==> src/hdl/rts_pkg.sv <==
// Constants, types and lookup functions for the retimer register select and reset block
// Operation
// - Shared 0x04 bit 6 restores shared defaults
// - Shared 0x01 reads revision and variant
// - Select values pick shared, A, B, broadcast
// - Select bit 3 with bit 2 set writes both channels
// - Channel reads follow select bits 1:0
// - Select bit 2 chooses channel or shared decode
// - Address 0xFF always hits shared select register
// - Channel 0x00 bit 2 restores channel defaults
// - Both 0x0A bits 3:2 hold recovery reset
// - Clearing override restarts lock and adaptation
// - Rate/subrate in 0x2F[7:4], default 0110
// - Rate 00 divide ratio enables per table
// - Rates 01-11 divide ratio enables per table
// - Lock search tries divide 8 toward 1
// - Group base rates 9.8304 and 12.288 Gbps
package rts_pkg;

	// ==========================================================
	// Register addresses
	localparam logic [7:0] ADDR_REVISION   = 8'h01;  // shared, read-only
	localparam logic [7:0] ADDR_SH_RESET   = 8'h04;  // shared soft reset
	localparam logic [7:0] ADDR_SELECT     = 8'hFF;  // register set select
	localparam logic [7:0] ADDR_CH_RESET   = 8'h00;  // channel soft reset
	localparam logic [7:0] ADDR_OVERRIDE   = 8'h0A;  // recovery reset override
	localparam logic [7:0] ADDR_DIVIDE     = 8'h2F;  // rate / subrate
	localparam logic [7:0] ADDR_ADAPT      = 8'h31;  // adaptation mode
	localparam logic [7:0] ADDR_FCOUNT_0   = 8'h60;  // frequency count bytes
	localparam logic [7:0] ADDR_FCOUNT_1   = 8'h61;
	localparam logic [7:0] ADDR_FCOUNT_2   = 8'h62;
	localparam logic [7:0] ADDR_FCOUNT_3   = 8'h63;
	localparam logic [7:0] ADDR_FCOUNT_4   = 8'h64;

	// ==========================================================
	// Field positions
	localparam int SH_RESET_BIT = 6;  // shared soft reset
	localparam int CH_RESET_BIT = 2;  // channel soft reset
	localparam int OVR_LO_BIT   = 2;  // override pair, low bit
	localparam int OVR_HI_BIT   = 3;  // override pair, high bit
	localparam int RSUB_MSB     = 7;  // rate[1:0], subrate[1:0]
	localparam int RSUB_LSB     = 4;
	localparam int ADAPT_MSB    = 6;  // adaptation mode field
	localparam int ADAPT_LSB    = 5;
	localparam int SEL_BCAST    = 3;  // broadcast writes
	localparam int SEL_CHAN     = 2;  // channel set enable

	// ==========================================================
	// Sizes and reset values
	localparam int         SH_WORDS     = 8;      // shared bytes held
	localparam int         CH_WORDS     = 128;    // channel bytes held
	localparam logic [7:0] SELECT_RST   = 8'h00;
	localparam logic [7:0] SHARED_RST   = 8'h00;
	localparam logic [7:0] DIVIDE_RST   = 8'h60;  // rate 01, subrate 10
	localparam logic [7:0] FCOUNT_0_RST = 8'h26;
	localparam logic [7:0] FCOUNT_1_RST = 8'hB1;
	localparam logic [7:0] FCOUNT_2_RST = 8'h70;
	localparam logic [7:0] FCOUNT_3_RST = 8'hBD;
	localparam logic [7:0] FCOUNT_4_RST = 8'hFF;
	localparam logic [3:0] REVISION_ID  = 4'h1;   // arbitrary value
	localparam logic [3:0] VARIANT_ID   = 4'h5;   // arbitrary value

	// Oscillator base rates in kbps, informational for the search
	localparam int BASE_G0_KBPS = 9830400;
	localparam int BASE_G1_KBPS = 12288000;

	// ==========================================================
	// Timing: dwell on each trial divide ratio
	localparam int                CLK_PERIOD_NS = 25;
	localparam int                TRY_TIME_NS   = 1000;
	localparam int                TRY_CNT_W     = 6;
	localparam logic [TRY_CNT_W-1:0] TRY_CYCLES =
		TRY_CNT_W'(TRY_TIME_NS / CLK_PERIOD_NS);

	// Recovery machine states
	typedef enum logic [2:0] {
		CDR_HELD, CDR_WAIT_SIGNAL, CDR_SEARCH, CDR_ADAPT, CDR_LOCKED
	} rts_cdr_e;

	// Divide enables: [7:4] group 1, [3:0] group 0; bit 3=/8 .. bit 0=/1
	function automatic logic [7:0] rts_ratio_enable(input logic [3:0] rs);
		unique case (rs)
			4'h0:                 return 8'h18;
			4'h1:                 return 8'h17;
			4'h2, 4'h3:           return 8'h77;
			4'h4:                 return 8'h66;
			4'h5:                 return 8'h55;
			4'h6:                 return 8'hFF;
			4'h7, 4'h8, 4'h9:     return 8'h11;
			4'hA:                 return 8'h22;
			4'hB:                 return 8'h66;
			4'hC, 4'hD, 4'hE:     return 8'h11;
			default:              return 8'h18;
		endcase
	endfunction

	// Factory default of one channel byte
	function automatic logic [7:0] rts_ch_default(input logic [6:0] a);
		unique case ({1'b0, a})
			ADDR_DIVIDE:   return DIVIDE_RST;
			ADDR_FCOUNT_0: return FCOUNT_0_RST;
			ADDR_FCOUNT_1: return FCOUNT_1_RST;
			ADDR_FCOUNT_2: return FCOUNT_2_RST;
			ADDR_FCOUNT_3: return FCOUNT_3_RST;
			ADDR_FCOUNT_4: return FCOUNT_4_RST;
			default:       return 8'h00;
		endcase
	endfunction

endpackage : rts_pkg

==> src/hdl/rts_select_reset.sv <==
// Register set steering, soft resets and per-channel recovery control
module rts_select_reset
	import rts_pkg::*;
(
	// Clock, reset, enable
	input  wire logic             clock,
	input  wire logic             srst,
	input  wire logic             ce,
	// Management register port (from the two-wire bus front end)
	input  wire logic             mgmt_req,
	input  wire logic             mgmt_we,
	input  wire logic [7:0]       mgmt_addr,
	input  wire logic [7:0]       mgmt_wdata,
	output logic      [7:0]       mgmt_rdata,
	output logic                  mgmt_ack,
	// Per-channel analog status pins, asynchronous
	input  wire logic [1:0]       signal_detect,
	input  wire logic [1:0]       phase_lock,
	// Per-channel recovery control
	output logic      [1:0]       cdr_held,
	output logic      [1:0]       cdr_locked,
	output logic      [1:0]       adapt_start,
	output logic [1:0][1:0]       adapt_mode,
	output logic      [1:0]       trial_group,
	output logic [1:0][3:0]       trial_divide
);

	// ==========================================================
	// Shared register set and decode
	logic [7:0] sel_q;                  // register set select
	logic [7:0] sh_q [SH_WORDS];        // shared bytes 0x00..0x07
	logic [7:0] mgmt_rdata_q;           // read data register
	logic       mgmt_ack_q;             // answer strobe
	logic       wr_any;                 // write taken this cycle
	logic       rd_any;                 // read taken this cycle
	logic       wr_select;              // write to select register
	logic       wr_shared;              // write into shared set
	logic       sh_reset;               // shared restore request
	logic [1:0] wr_ch;                  // write into each channel set
	logic [7:0] ch_rd [2];              // channel read data

	assign wr_any    = ce & mgmt_req & mgmt_we;
	assign rd_any    = ce & mgmt_req & ~mgmt_we;
	assign wr_select = wr_any & (mgmt_addr == ADDR_SELECT);
	assign wr_shared = wr_any & ~wr_select & ~sel_q[SEL_CHAN];
	assign sh_reset  = wr_shared & (mgmt_addr == ADDR_SH_RESET)
		& mgmt_wdata[SH_RESET_BIT];

	// Channel write steering: broadcast reaches both, else the coded channel
	always_comb begin
		for (int c = 0; c < 2; c++) begin
			wr_ch[c] = wr_any & ~wr_select & sel_q[SEL_CHAN]
				& (sel_q[SEL_BCAST] | (sel_q[1:0] == 2'(c)));
		end
	end

	// Select register; whole byte taken on every write
	always_ff @(posedge clock) begin
		if (srst) begin
			sel_q <= SELECT_RST;
		end else if (sh_reset) begin
			sel_q <= SELECT_RST;
		end else if (wr_select) begin
			sel_q <= mgmt_wdata;
		end
	end

	// Shared bytes; restore happens on the write edge itself
	always_ff @(posedge clock) begin
		if (srst || sh_reset) begin
			for (int k = 0; k < SH_WORDS; k++) begin
				sh_q[k] <= SHARED_RST;
			end
		end else if (wr_shared && mgmt_addr < 8'(SH_WORDS)
				&& mgmt_addr != ADDR_REVISION) begin
			sh_q[mgmt_addr[2:0]] <= mgmt_wdata;
		end
	end

	// Read path; channel reads ignore the broadcast bit
	always_ff @(posedge clock) begin
		if (srst) begin
			mgmt_rdata_q <= 8'h00;
		end else if (rd_any) begin
			if (mgmt_addr == ADDR_SELECT) begin
				mgmt_rdata_q <= sel_q;
			end else if (!sel_q[SEL_CHAN]) begin
				if (mgmt_addr == ADDR_REVISION) begin
					mgmt_rdata_q <= {REVISION_ID, VARIANT_ID};
				end else if (mgmt_addr < 8'(SH_WORDS)) begin
					mgmt_rdata_q <= sh_q[mgmt_addr[2:0]];
				end else begin
					mgmt_rdata_q <= 8'h00;                                    // unheld shared byte
				end
			end else if (!sel_q[1]) begin
				mgmt_rdata_q <= ch_rd[sel_q[0]];
			end else begin
				mgmt_rdata_q <= 8'h00;                                        // no channel 2 or 3
			end
		end
	end

	// Answer one cycle after each taken request
	always_ff @(posedge clock) begin
		if (srst) begin
			mgmt_ack_q <= 1'b0;
		end else if (ce) begin
			mgmt_ack_q <= mgmt_req;
		end
	end

	assign mgmt_rdata = mgmt_rdata_q;
	assign mgmt_ack   = mgmt_ack_q;

	// ==========================================================
	// Per-channel register set and recovery machine
	for (genvar c = 0; c < 2; c++) begin : g_ch
		logic [7:0]           mem_q [CH_WORDS];  // channel bytes 0x00..0x7F
		logic                 ch_reset;          // channel restore request
		logic                 override;          // both override bits set
		logic [7:0]           ratio_en;          // enabled trial slots
		logic                 sig_meta_q;        // signal detect, stage 1
		logic                 sig_q;             // signal detect, stage 2
		logic                 lock_meta_q;       // phase lock, stage 1
		logic                 lock_q;            // phase lock, stage 2
		rts_cdr_e             state_q;           // recovery state
		logic [2:0]           slot_q;            // trial slot index
		logic [TRY_CNT_W-1:0] dwell_q;           // cycles on this slot
		logic                 slot_on;           // current slot enabled

		assign ch_reset = wr_ch[c] & (mgmt_addr == ADDR_CH_RESET)
			& mgmt_wdata[CH_RESET_BIT];
		assign override = mem_q[ADDR_OVERRIDE[6:0]][OVR_HI_BIT]
			& mem_q[ADDR_OVERRIDE[6:0]][OVR_LO_BIT];
		assign ratio_en = rts_ratio_enable(
			mem_q[ADDR_DIVIDE[6:0]][RSUB_MSB:RSUB_LSB]);
		// Slot order: /8 g0, /8 g1, /4 g0, /4 g1 ... /1 g1, base rates per group
		assign slot_on  = ratio_en[{slot_q[0], ~slot_q[2:1]}];
		assign ch_rd[c] = mgmt_addr[7] ? 8'h00 : mem_q[mgmt_addr[6:0]];

		// Channel bytes; frequency counts are host-owned after reset
		always_ff @(posedge clock) begin
			if (srst || ch_reset) begin
				for (int k = 0; k < CH_WORDS; k++) begin
					mem_q[k] <= rts_ch_default(7'(k));
				end
			end else if (wr_ch[c] && !mgmt_addr[7]) begin
				mem_q[mgmt_addr[6:0]] <= mgmt_wdata;
			end
		end

		// Two-stage synchronisers for analog status
		always_ff @(posedge clock) begin
			if (srst) begin
				sig_meta_q  <= 1'b0;
				sig_q       <= 1'b0;
				lock_meta_q <= 1'b0;
				lock_q      <= 1'b0;
			end else if (ce) begin
				sig_meta_q  <= signal_detect[c];
				sig_q       <= sig_meta_q;
				lock_meta_q <= phase_lock[c];
				lock_q      <= lock_meta_q;
			end
		end

		// Recovery machine; override wins over every state
		always_ff @(posedge clock) begin
			if (srst) begin
				state_q <= CDR_WAIT_SIGNAL;
				slot_q  <= 3'h0;
				dwell_q <= '0;
			end else if (ce) begin
				if (override) begin
					state_q <= CDR_HELD;
					slot_q  <= 3'h0;
					dwell_q <= '0;
				end else begin
					unique case (state_q)
						CDR_HELD: begin
							state_q <= CDR_WAIT_SIGNAL;
						end
						CDR_WAIT_SIGNAL: begin
							if (sig_q) begin
								state_q <= CDR_SEARCH;
								slot_q  <= 3'h0;
								dwell_q <= '0;
							end
						end
						CDR_SEARCH: begin
							if (!sig_q) begin
								state_q <= CDR_WAIT_SIGNAL;
							end else if (!slot_on) begin
								slot_q  <= slot_q + 3'h1;                     // skip
								dwell_q <= '0;
							end else if (lock_q) begin
								state_q <= CDR_ADAPT;
							end else if (dwell_q == TRY_CYCLES - 1'b1) begin
								slot_q  <= slot_q + 3'h1;
								dwell_q <= '0;
							end else begin
								dwell_q <= dwell_q + 1'b1;
							end
						end
						CDR_ADAPT: begin
							state_q <= CDR_LOCKED;
						end
						CDR_LOCKED: begin
							if (!sig_q || !lock_q) begin
								state_q <= CDR_WAIT_SIGNAL;                   // lost lock, search again
							end
						end
					endcase
				end
			end
		end

		// Outputs decoded from state, slot and adaptation mode registers
		assign cdr_held[c]     = (state_q == CDR_HELD);
		assign cdr_locked[c]   = (state_q == CDR_LOCKED);
		assign adapt_start[c]  = (state_q == CDR_ADAPT);
		assign adapt_mode[c]   = mem_q[ADDR_ADAPT[6:0]][ADAPT_MSB:ADAPT_LSB];
		assign trial_group[c]  = slot_q[0];
		assign trial_divide[c] = 4'h8 >> slot_q[2:1];

		// ------------------------------------------------------
		// Channel checks
		AST_BCAST_WRITE: assert property (@(posedge clock) disable iff (srst)
			wr_any && !wr_select && sel_q[SEL_CHAN] && sel_q[SEL_BCAST]
			&& mgmt_addr == ADDR_ADAPT
			|=> mem_q[ADDR_ADAPT[6:0]] == $past(mgmt_wdata))
			else $error("broadcast write missed a channel");
		AST_SHARED_NO_CH: assert property (@(posedge clock) disable iff (srst)
			wr_any && !sel_q[SEL_CHAN] && mgmt_addr == ADDR_ADAPT
			|=> $stable(mem_q[ADDR_ADAPT[6:0]]))
			else $error("shared write reached a channel set");
		AST_CH_RESET: assert property (@(posedge clock) disable iff (srst)
			ch_reset |=> mem_q[ADDR_DIVIDE[6:0]] == DIVIDE_RST
			&& !mem_q[ADDR_CH_RESET[6:0]][CH_RESET_BIT])
			else $error("channel restore incomplete");
		AST_OVR_HOLD: assert property (@(posedge clock) disable iff (srst)
			ce && override |=> state_q == CDR_HELD [*1] ##0 slot_q == 3'h0)
			else $error("override did not hold recovery");
		AST_RESTART: assert property (@(posedge clock) disable iff (srst)
			ce && state_q == CDR_HELD && !override |=> state_q == CDR_WAIT_SIGNAL)
			else $error("recovery did not restart");
		AST_ORDER: assert property (@(posedge clock) disable iff (srst)
			ce && !override && state_q == CDR_SEARCH && sig_q && !slot_on
			|=> slot_q == $past(slot_q) + 3'h1)
			else $error("search slot order broken");
		AST_DWELL_ENABLED: assert property (@(posedge clock) disable iff (srst)
			state_q == CDR_SEARCH && dwell_q != '0 |-> slot_on)
			else $error("dwelling on disabled ratio");
		COV_LOCKED: cover property (@(posedge clock) disable iff (srst)
			state_q == CDR_ADAPT ##1 state_q == CDR_LOCKED);
		COV_BCAST: cover property (@(posedge clock) disable iff (srst)
			wr_ch == 2'b11);
	end

	// ==========================================================
	// Shared checks
	AST_SH_RESET: assert property (@(posedge clock) disable iff (srst)
		sh_reset |=> sel_q == SELECT_RST && sh_q[ADDR_SH_RESET[2:0]] == 8'h00)
		else $error("shared restore incomplete");
	AST_REVISION: assert property (@(posedge clock) disable iff (srst)
		rd_any && !sel_q[SEL_CHAN] && mgmt_addr == ADDR_REVISION
		|=> mgmt_rdata == {REVISION_ID, VARIANT_ID} && mgmt_ack)
		else $error("revision read wrong");
	AST_SELECT_WR: assert property (@(posedge clock) disable iff (srst)
		wr_select |=> sel_q == $past(mgmt_wdata))
		else $error("select write lost");
	AST_CH_READ: assert property (@(posedge clock) disable iff (srst)
		rd_any && sel_q[SEL_CHAN] && sel_q[1:0] == 2'h1 && mgmt_addr != ADDR_SELECT
		|=> mgmt_rdata == $past(ch_rd[1]))
		else $error("channel read from wrong set");
	COV_SH_RESET: cover property (@(posedge clock) disable iff (srst) sh_reset);

endmodule : rts_select_reset

==> config.mk <==
export PLATFORM = sky130hd
export DESIGN_NAME = rts_select_reset
export DESIGN_NICKNAME = d
export VERILOG_FILES = /design/src/hdl/rts_pkg.sv /design/src/hdl/rts_select_reset.sv
export SDC_FILE = /design/constraint.sdc
export NUM_CORES = 2
export LEC_CHECK = 0
export BUFFER_PORTS_ARGS = -buffer_cell sky130_fd_sc_hd__buf_2
export CORE_UTILIZATION = 35
export CTS_CLUSTER_DIAMETER = 200
export CTS_CLUSTER_SIZE = 14
export DETAILED_ROUTE_END_ITERATION = 8
export MAX_ROUTING_LAYER = met4
export SLEW_MARGIN = 25
export SYNTH_ARGS = -nofsm -noshare
export SYNTH_HDL_FRONTEND = slang
export SYNTH_SLANG_ARGS = --single-unit
==> constraint.sdc <==
create_clock -name clock -period 3.2 [get_ports clock]
set_clock_uncertainty 0.05 [all_clocks]
set_input_delay 0.32 -clock clock [delete_from_list [all_inputs] [get_ports clock]]
set_output_delay 0.32 -clock clock [all_outputs]
set_load 0.02 [all_outputs]
Word-level counts from Yosys, hierarchy flattened
Memory sizes are Yosys's and may differ from the RTL's.
Cells that the tools add are included.
- register bits: 49
- word-level logic and storage cells: 210
- ROM bits: 256
- memories kept: 5
- output and inout bits: 29
- input port bits: 25
- memory bits (writable): 2112
- magnitude comparators: 4
- equal/unequal tests: 29
- shifts and indexed selects: 2
- bitwise operators: 25
- mux-type cells: 94
- add/subtract/negate cells: 4
- reduce and logical (&&, ||, !) cells: 30
- memory list (name ; depth ; bits a word ; read ports ; clocked after Yosys merged registers in ; write ports ; line ; text):
    g_ch[0].mem_q ; 128 ; 8 ; 4 ; 0 ; 128 ; rts_select_reset.sv:118 ; logic [7:0] mem_q [CH_WORDS];
    g_ch[1].mem_q ; 128 ; 8 ; 4 ; 0 ; 128 ; rts_select_reset.sv:118 ;
    (no name shown) ; 16 ; 8 ; 1 ; 0 ; 0 ; rts_pkg.sv:82 ; unique case (rs)
    (no name shown) ; 16 ; 8 ; 1 ; 0 ; 0 ; rts_pkg.sv:82 ;
    sh_q ; 8 ; 8 ; 1 ; 0 ; 8 ; rts_select_reset.sv:31 ; logic [7:0] sh_q [SH_WORDS];
- operators by type and width (cell ; number):
    $mux 8 ; 27
    $mux 3 ; 25
    $mux 6 ; 12
    $ne 4x4->1 const B ; 8
    $pmux 3 s5 ; 2
    $pmux 6 s2 ; 2
    $reduce_or 8->1 ; 3
    $mux 1 ; 20
    $reduce_and 5->1 ; 4
    $and 1x1->1 ; 17
    $mux 7 ; 2
    $add 6x1->6 const B ; 2
    $eq 3x2->1 const B ; 4
    $eq 6x6->1 const B ; 2
    $ne 3x3->1 const B ; 4
    $pmux 3 s2 ; 2
    $reduce_and 6->1 ; 2
    $eq 8x1->1 const B ; 1
    $eq 8x3->1 const B ; 1
    $eq 8x8->1 const B ; 1
    $logic_not 8->1 ; 1
    $lt 3x4->1 const B ; 2
    $lt 8x4->1 const B ; 1
    $ne 8x1->1 const B ; 1
    other kinds (19) ; 42

Logic depth before layout (Yosys ltp)
- depth after elaboration: 14
- mapped depth: 13
- gate-level depth less buffers: 7

Least setup slack after synthesis
Ideal clock, no wire load.
- path kind: input to register
- from: in mgmt_addr[3]
- to: mem sh_q[0][0] (enable)
- data arrival time: 2.626 ns
- setup time: 0.384 ns
- cell stages on the path: 9
- path buffers: 3
- setup slack: 0.140 ns
- cell sequence: buf_2 > and4_1 > buf_2 > nand3_4 > and2_1 > a41oi_1 > nand3_1 > buf_2 > o21ai_0
- RTL lines (what ; line ; text):
    start, declared ; rts_select_reset.sv:12 ; input wire logic [7:0] mgmt_addr,
    end, declared ; rts_select_reset.sv:31 ;

==> results_dict.tcl <==
set metrics [dict create \
    status "complete, but fails checks" \
    violations "negative setup slack" \
    rows 192 \
    holdWs_ns 0.05511 \
    rsz0062_at_grt "no" \
    grt_overflow_total 0 \
    critPathCaptureType "flip-flop" \
    ys.flop_type "edfxtp_1" \
    peakVddDrop_mv 0.3925 \
    grt_pass1_vias 70480 \
    dr.pass1.iters 8 \
    tritoncts "built" \
    dieArea_um2 276700 \
    max_freq_ghz 0.3108 \
    maxCapViolCount 0 \
    worst-setup-path-type "reg -> reg" \
    synthTopCellsByArea "edfxtp_1 (66%), nor2_1 (8.2%), mux4_2 (3.3%)" \
    htreeDepth 4 \
    wire_per_inst_um 33.09 \
    hp-class "in -> reg" \
    post-route-period-util_pct 100.5 \
    fp.coreArea_um2 273400 \
    ys_types 87 \
    synth.most_common_cell "nor2_1" \
    drive_gt1_share_pct 23.02 \
    track_usage_pct 29.25 \
    synth_async_sr_flop_share_pct 0 \
    ff_latch_area_um2 64160 \
    die_y_um 526.1 \
    cts_buffers 179 \
    worst_pin_slew_ns 1.112 \
    antenna_found_initial 29 \
    drt_wl_total_um 402200 \
    finalHoldViolCount 0 \
    clock_latency_ns 0.88 \
    cts.sinks 2153 \
    grt_first_pass_wirelength_um 556500 \
    place_hpwl_um 282300 \
    detail_route.iter0.violations 12270 \
    ys_seq_area_share_pct 66.75 \
    drv_slew 0 \
    multi_input_area_um2 28700 \
    synth_commonest_cells "nor2_1 (2107), edfxtp_1 (2104), clkbuf_1 (475)" \
    num_io_pins 54 \
    setup_slack_ns -0.01729 \
    yosysTopAreaCell "edfxtp_1" \
    preCtsSetupSlack_ns -0.5133 \
    clk_pin_slew_ns 0.08 \
    power.density_cell_area_nw_per_um2 511.0 \
    cp_data_required_time_ns 3.70 \
    areaGrowthSynthToFinish_pct 19.27 \
    syn-instance-count 7674 \
    leakage_nw 39.15 \
    fillers 25320 \
    io_buffers 53 \
    relSlewSlack_pct 24.84 \
    final_util_pct 41.94 \
    die_width_um 526.1 \
    start_util_pct 35.16 \
    synth_edf_count 2104 \
    syn_area_per_cell_um2 12.53 \
    vias 74080 \
    fin_crit_ns 3.217 \
    cp_max_fo 21 \
    synth-seq-cells 2153 \
    clockRootBuffer "clkbuf_16" \
    synth_top_area_share_pct 65.73 \
    fin_nets 8511 \
    cts_buffer_depth 4 \
    syn_area_um2 96120 \
    crit_path_start_kind "flip-flop" \
    ys_warn_count 0 \
    gp_congestion 1.022 \
    viasPerCell 6.096 \
    drtAntennaViolNets 0 \
    arrival_ns 3.72 \
    setup_violations 6 \
    grt_max_degree 105 \
    drcViolationCount 0 \
]
[worst max-delay path, cell delays in order (launching register included)]
cell and delay [ns]:
dfxtp_1 0.62, nor2b_1 0.19, o211a_1 0.24, and2_1 0.20, buf_12 0.18, nand2_4 0.11
buf_12 0.22, o21ai_0 0.74, buf_4 0.29
[state kept, by name, summed over array words and instances (netlist names)]
register	count
g_ch.mem_q	2048
sh_q	56
g_ch.dwell_q	12
mgmt_rdata	8
sel_q	8
g_ch.slot_q	6
g_ch.state_q	6
g_ch.lock_meta_q	2
g_ch.lock_q	2
g_ch.sig_meta_q	2
g_ch.sig_q	2
mgmt_ack	1
[stage by stage]
step | area, um^2 | std cells | total power, mW | setup TNS (ns)
floorplan | 96130 | 7676 | 35.02 | 0
global placement | 109700 | 11880 | 38.28 | -5.622
detailed placement | 109700 | 11880 | 38.35 | -5.398
CTS | 114600 | 12130 | 58.44 | 0
global route | 114600 | 12150 | 59.63 | 0
finish | 114700 | 12150 | 58.59 | -0.08655
[repair_timing]
action	4_1_cts	5_1_grt
hold buffers	8	0
endpoints found under the hold margin	7	0
gates resized for setup	0	1
endpoints found under the setup margin	0	1
setup buffers	0	0
[final timing paths]
check,slack (ns),to,start,depth (start not counted)
worst max-delay path,-0.02,g_ch[1].mem_q[43][7],sel_q[0],8
worst min-delay path,0.06,mgmt_rdata[2],mgmt_addr[7],5
worst max register to register,-0.02,g_ch[1].mem_q[43][7],sel_q[0],8
worst min register to register,0.45,g_ch[1].dwell_q[4],g_ch[1].dwell_q[4],2
[final cells by class]
cell class / count / area share, %
Multi-Input combinational cell: 4730 / 25.03
Timing Repair Buffer: 1402 / 10.75
Clock buffer: 230 / 4.074
Sequential cell: 2153 / 55.96
Clock inverter: 9 / 0.1484
Tap cell: 3589 / 3.917
Inverter: 16 / 0.06111
Antenna cell: 24 / 0.05238
[report_power, final]
part / internal [mW] / leakage [nW] / switching, mW
registers: 31.7 / 21.9 / 0.344
logic: 2.05 / 14.9 / 3.83
clock network: 10.2 / 2.34 / 10.4
total: 44.0 / 39.2 / 14.6
[metal layers]
layer / share of wire, % / GRT usage [%]
met1: 37 / 37.12
met2: 44 / 43.54
met3: 13 / 7.018
met4: 6.2 / 14.93
met5: 0 / -
[cell families after synthesis]
kind of cell / Yosys count / share of synthesized area (%)
DFF: 2153 / 66.75
muxes: 546 / 7.767
other: 1 / 0.003901
buffers and inverters: 793 / 3.715
and+or+nand+nor: 2858 / 12.14
AOI/OAI and AO/OA: 1318 / 9.561
adders and majority gates: 4 / 0.05207
xor gates and xnor gates: 1 / 0.009113
[layout by cell type, fill, tap and decap left out, types with 11 or more instances in the layout]
| cell | count |
|---|---|
| a2111oi_0 | 11 |
| a211oi_1 | 30 |
| a21oi_1 | 158 |
| a221o_1 | 80 |
| a221oi_1 | 216 |
| a222oi_1 | 14 |
| a22o_1 | 26 |
| a22oi_1 | 121 |
| a31oi_1 | 30 |
| and2_1 | 99 |
| and3_1 | 13 |
| buf_12 | 150 |
| buf_2 | 47 |
| buf_4 | 1193 |
| clkbuf_1 | 51 |
| clkbuf_16 | 179 |
| dfxtp_1 | 49 |
| diode_2 | 24 |
| edfxtp_1 | 2104 |
| mux2_2 | 177 |
| mux2i_1 | 225 |
| mux4_2 | 142 |
| nand2_1 | 363 |
| nand2_4 | 16 |
| nand2b_1 | 26 |
| nand3_1 | 61 |
| nand3b_1 | 12 |
| nand4_1 | 11 |
| nor2_1 | 2104 |
| nor2b_1 | 26 |
| nor3_1 | 41 |
| o211ai_1 | 27 |
| o21ai_0 | 399 |
| o221ai_1 | 27 |
| o22ai_1 | 32 |
| o2bb2ai_1 | 28 |
| o31ai_1 | 14 |
(Power assumes the default switching activity.)
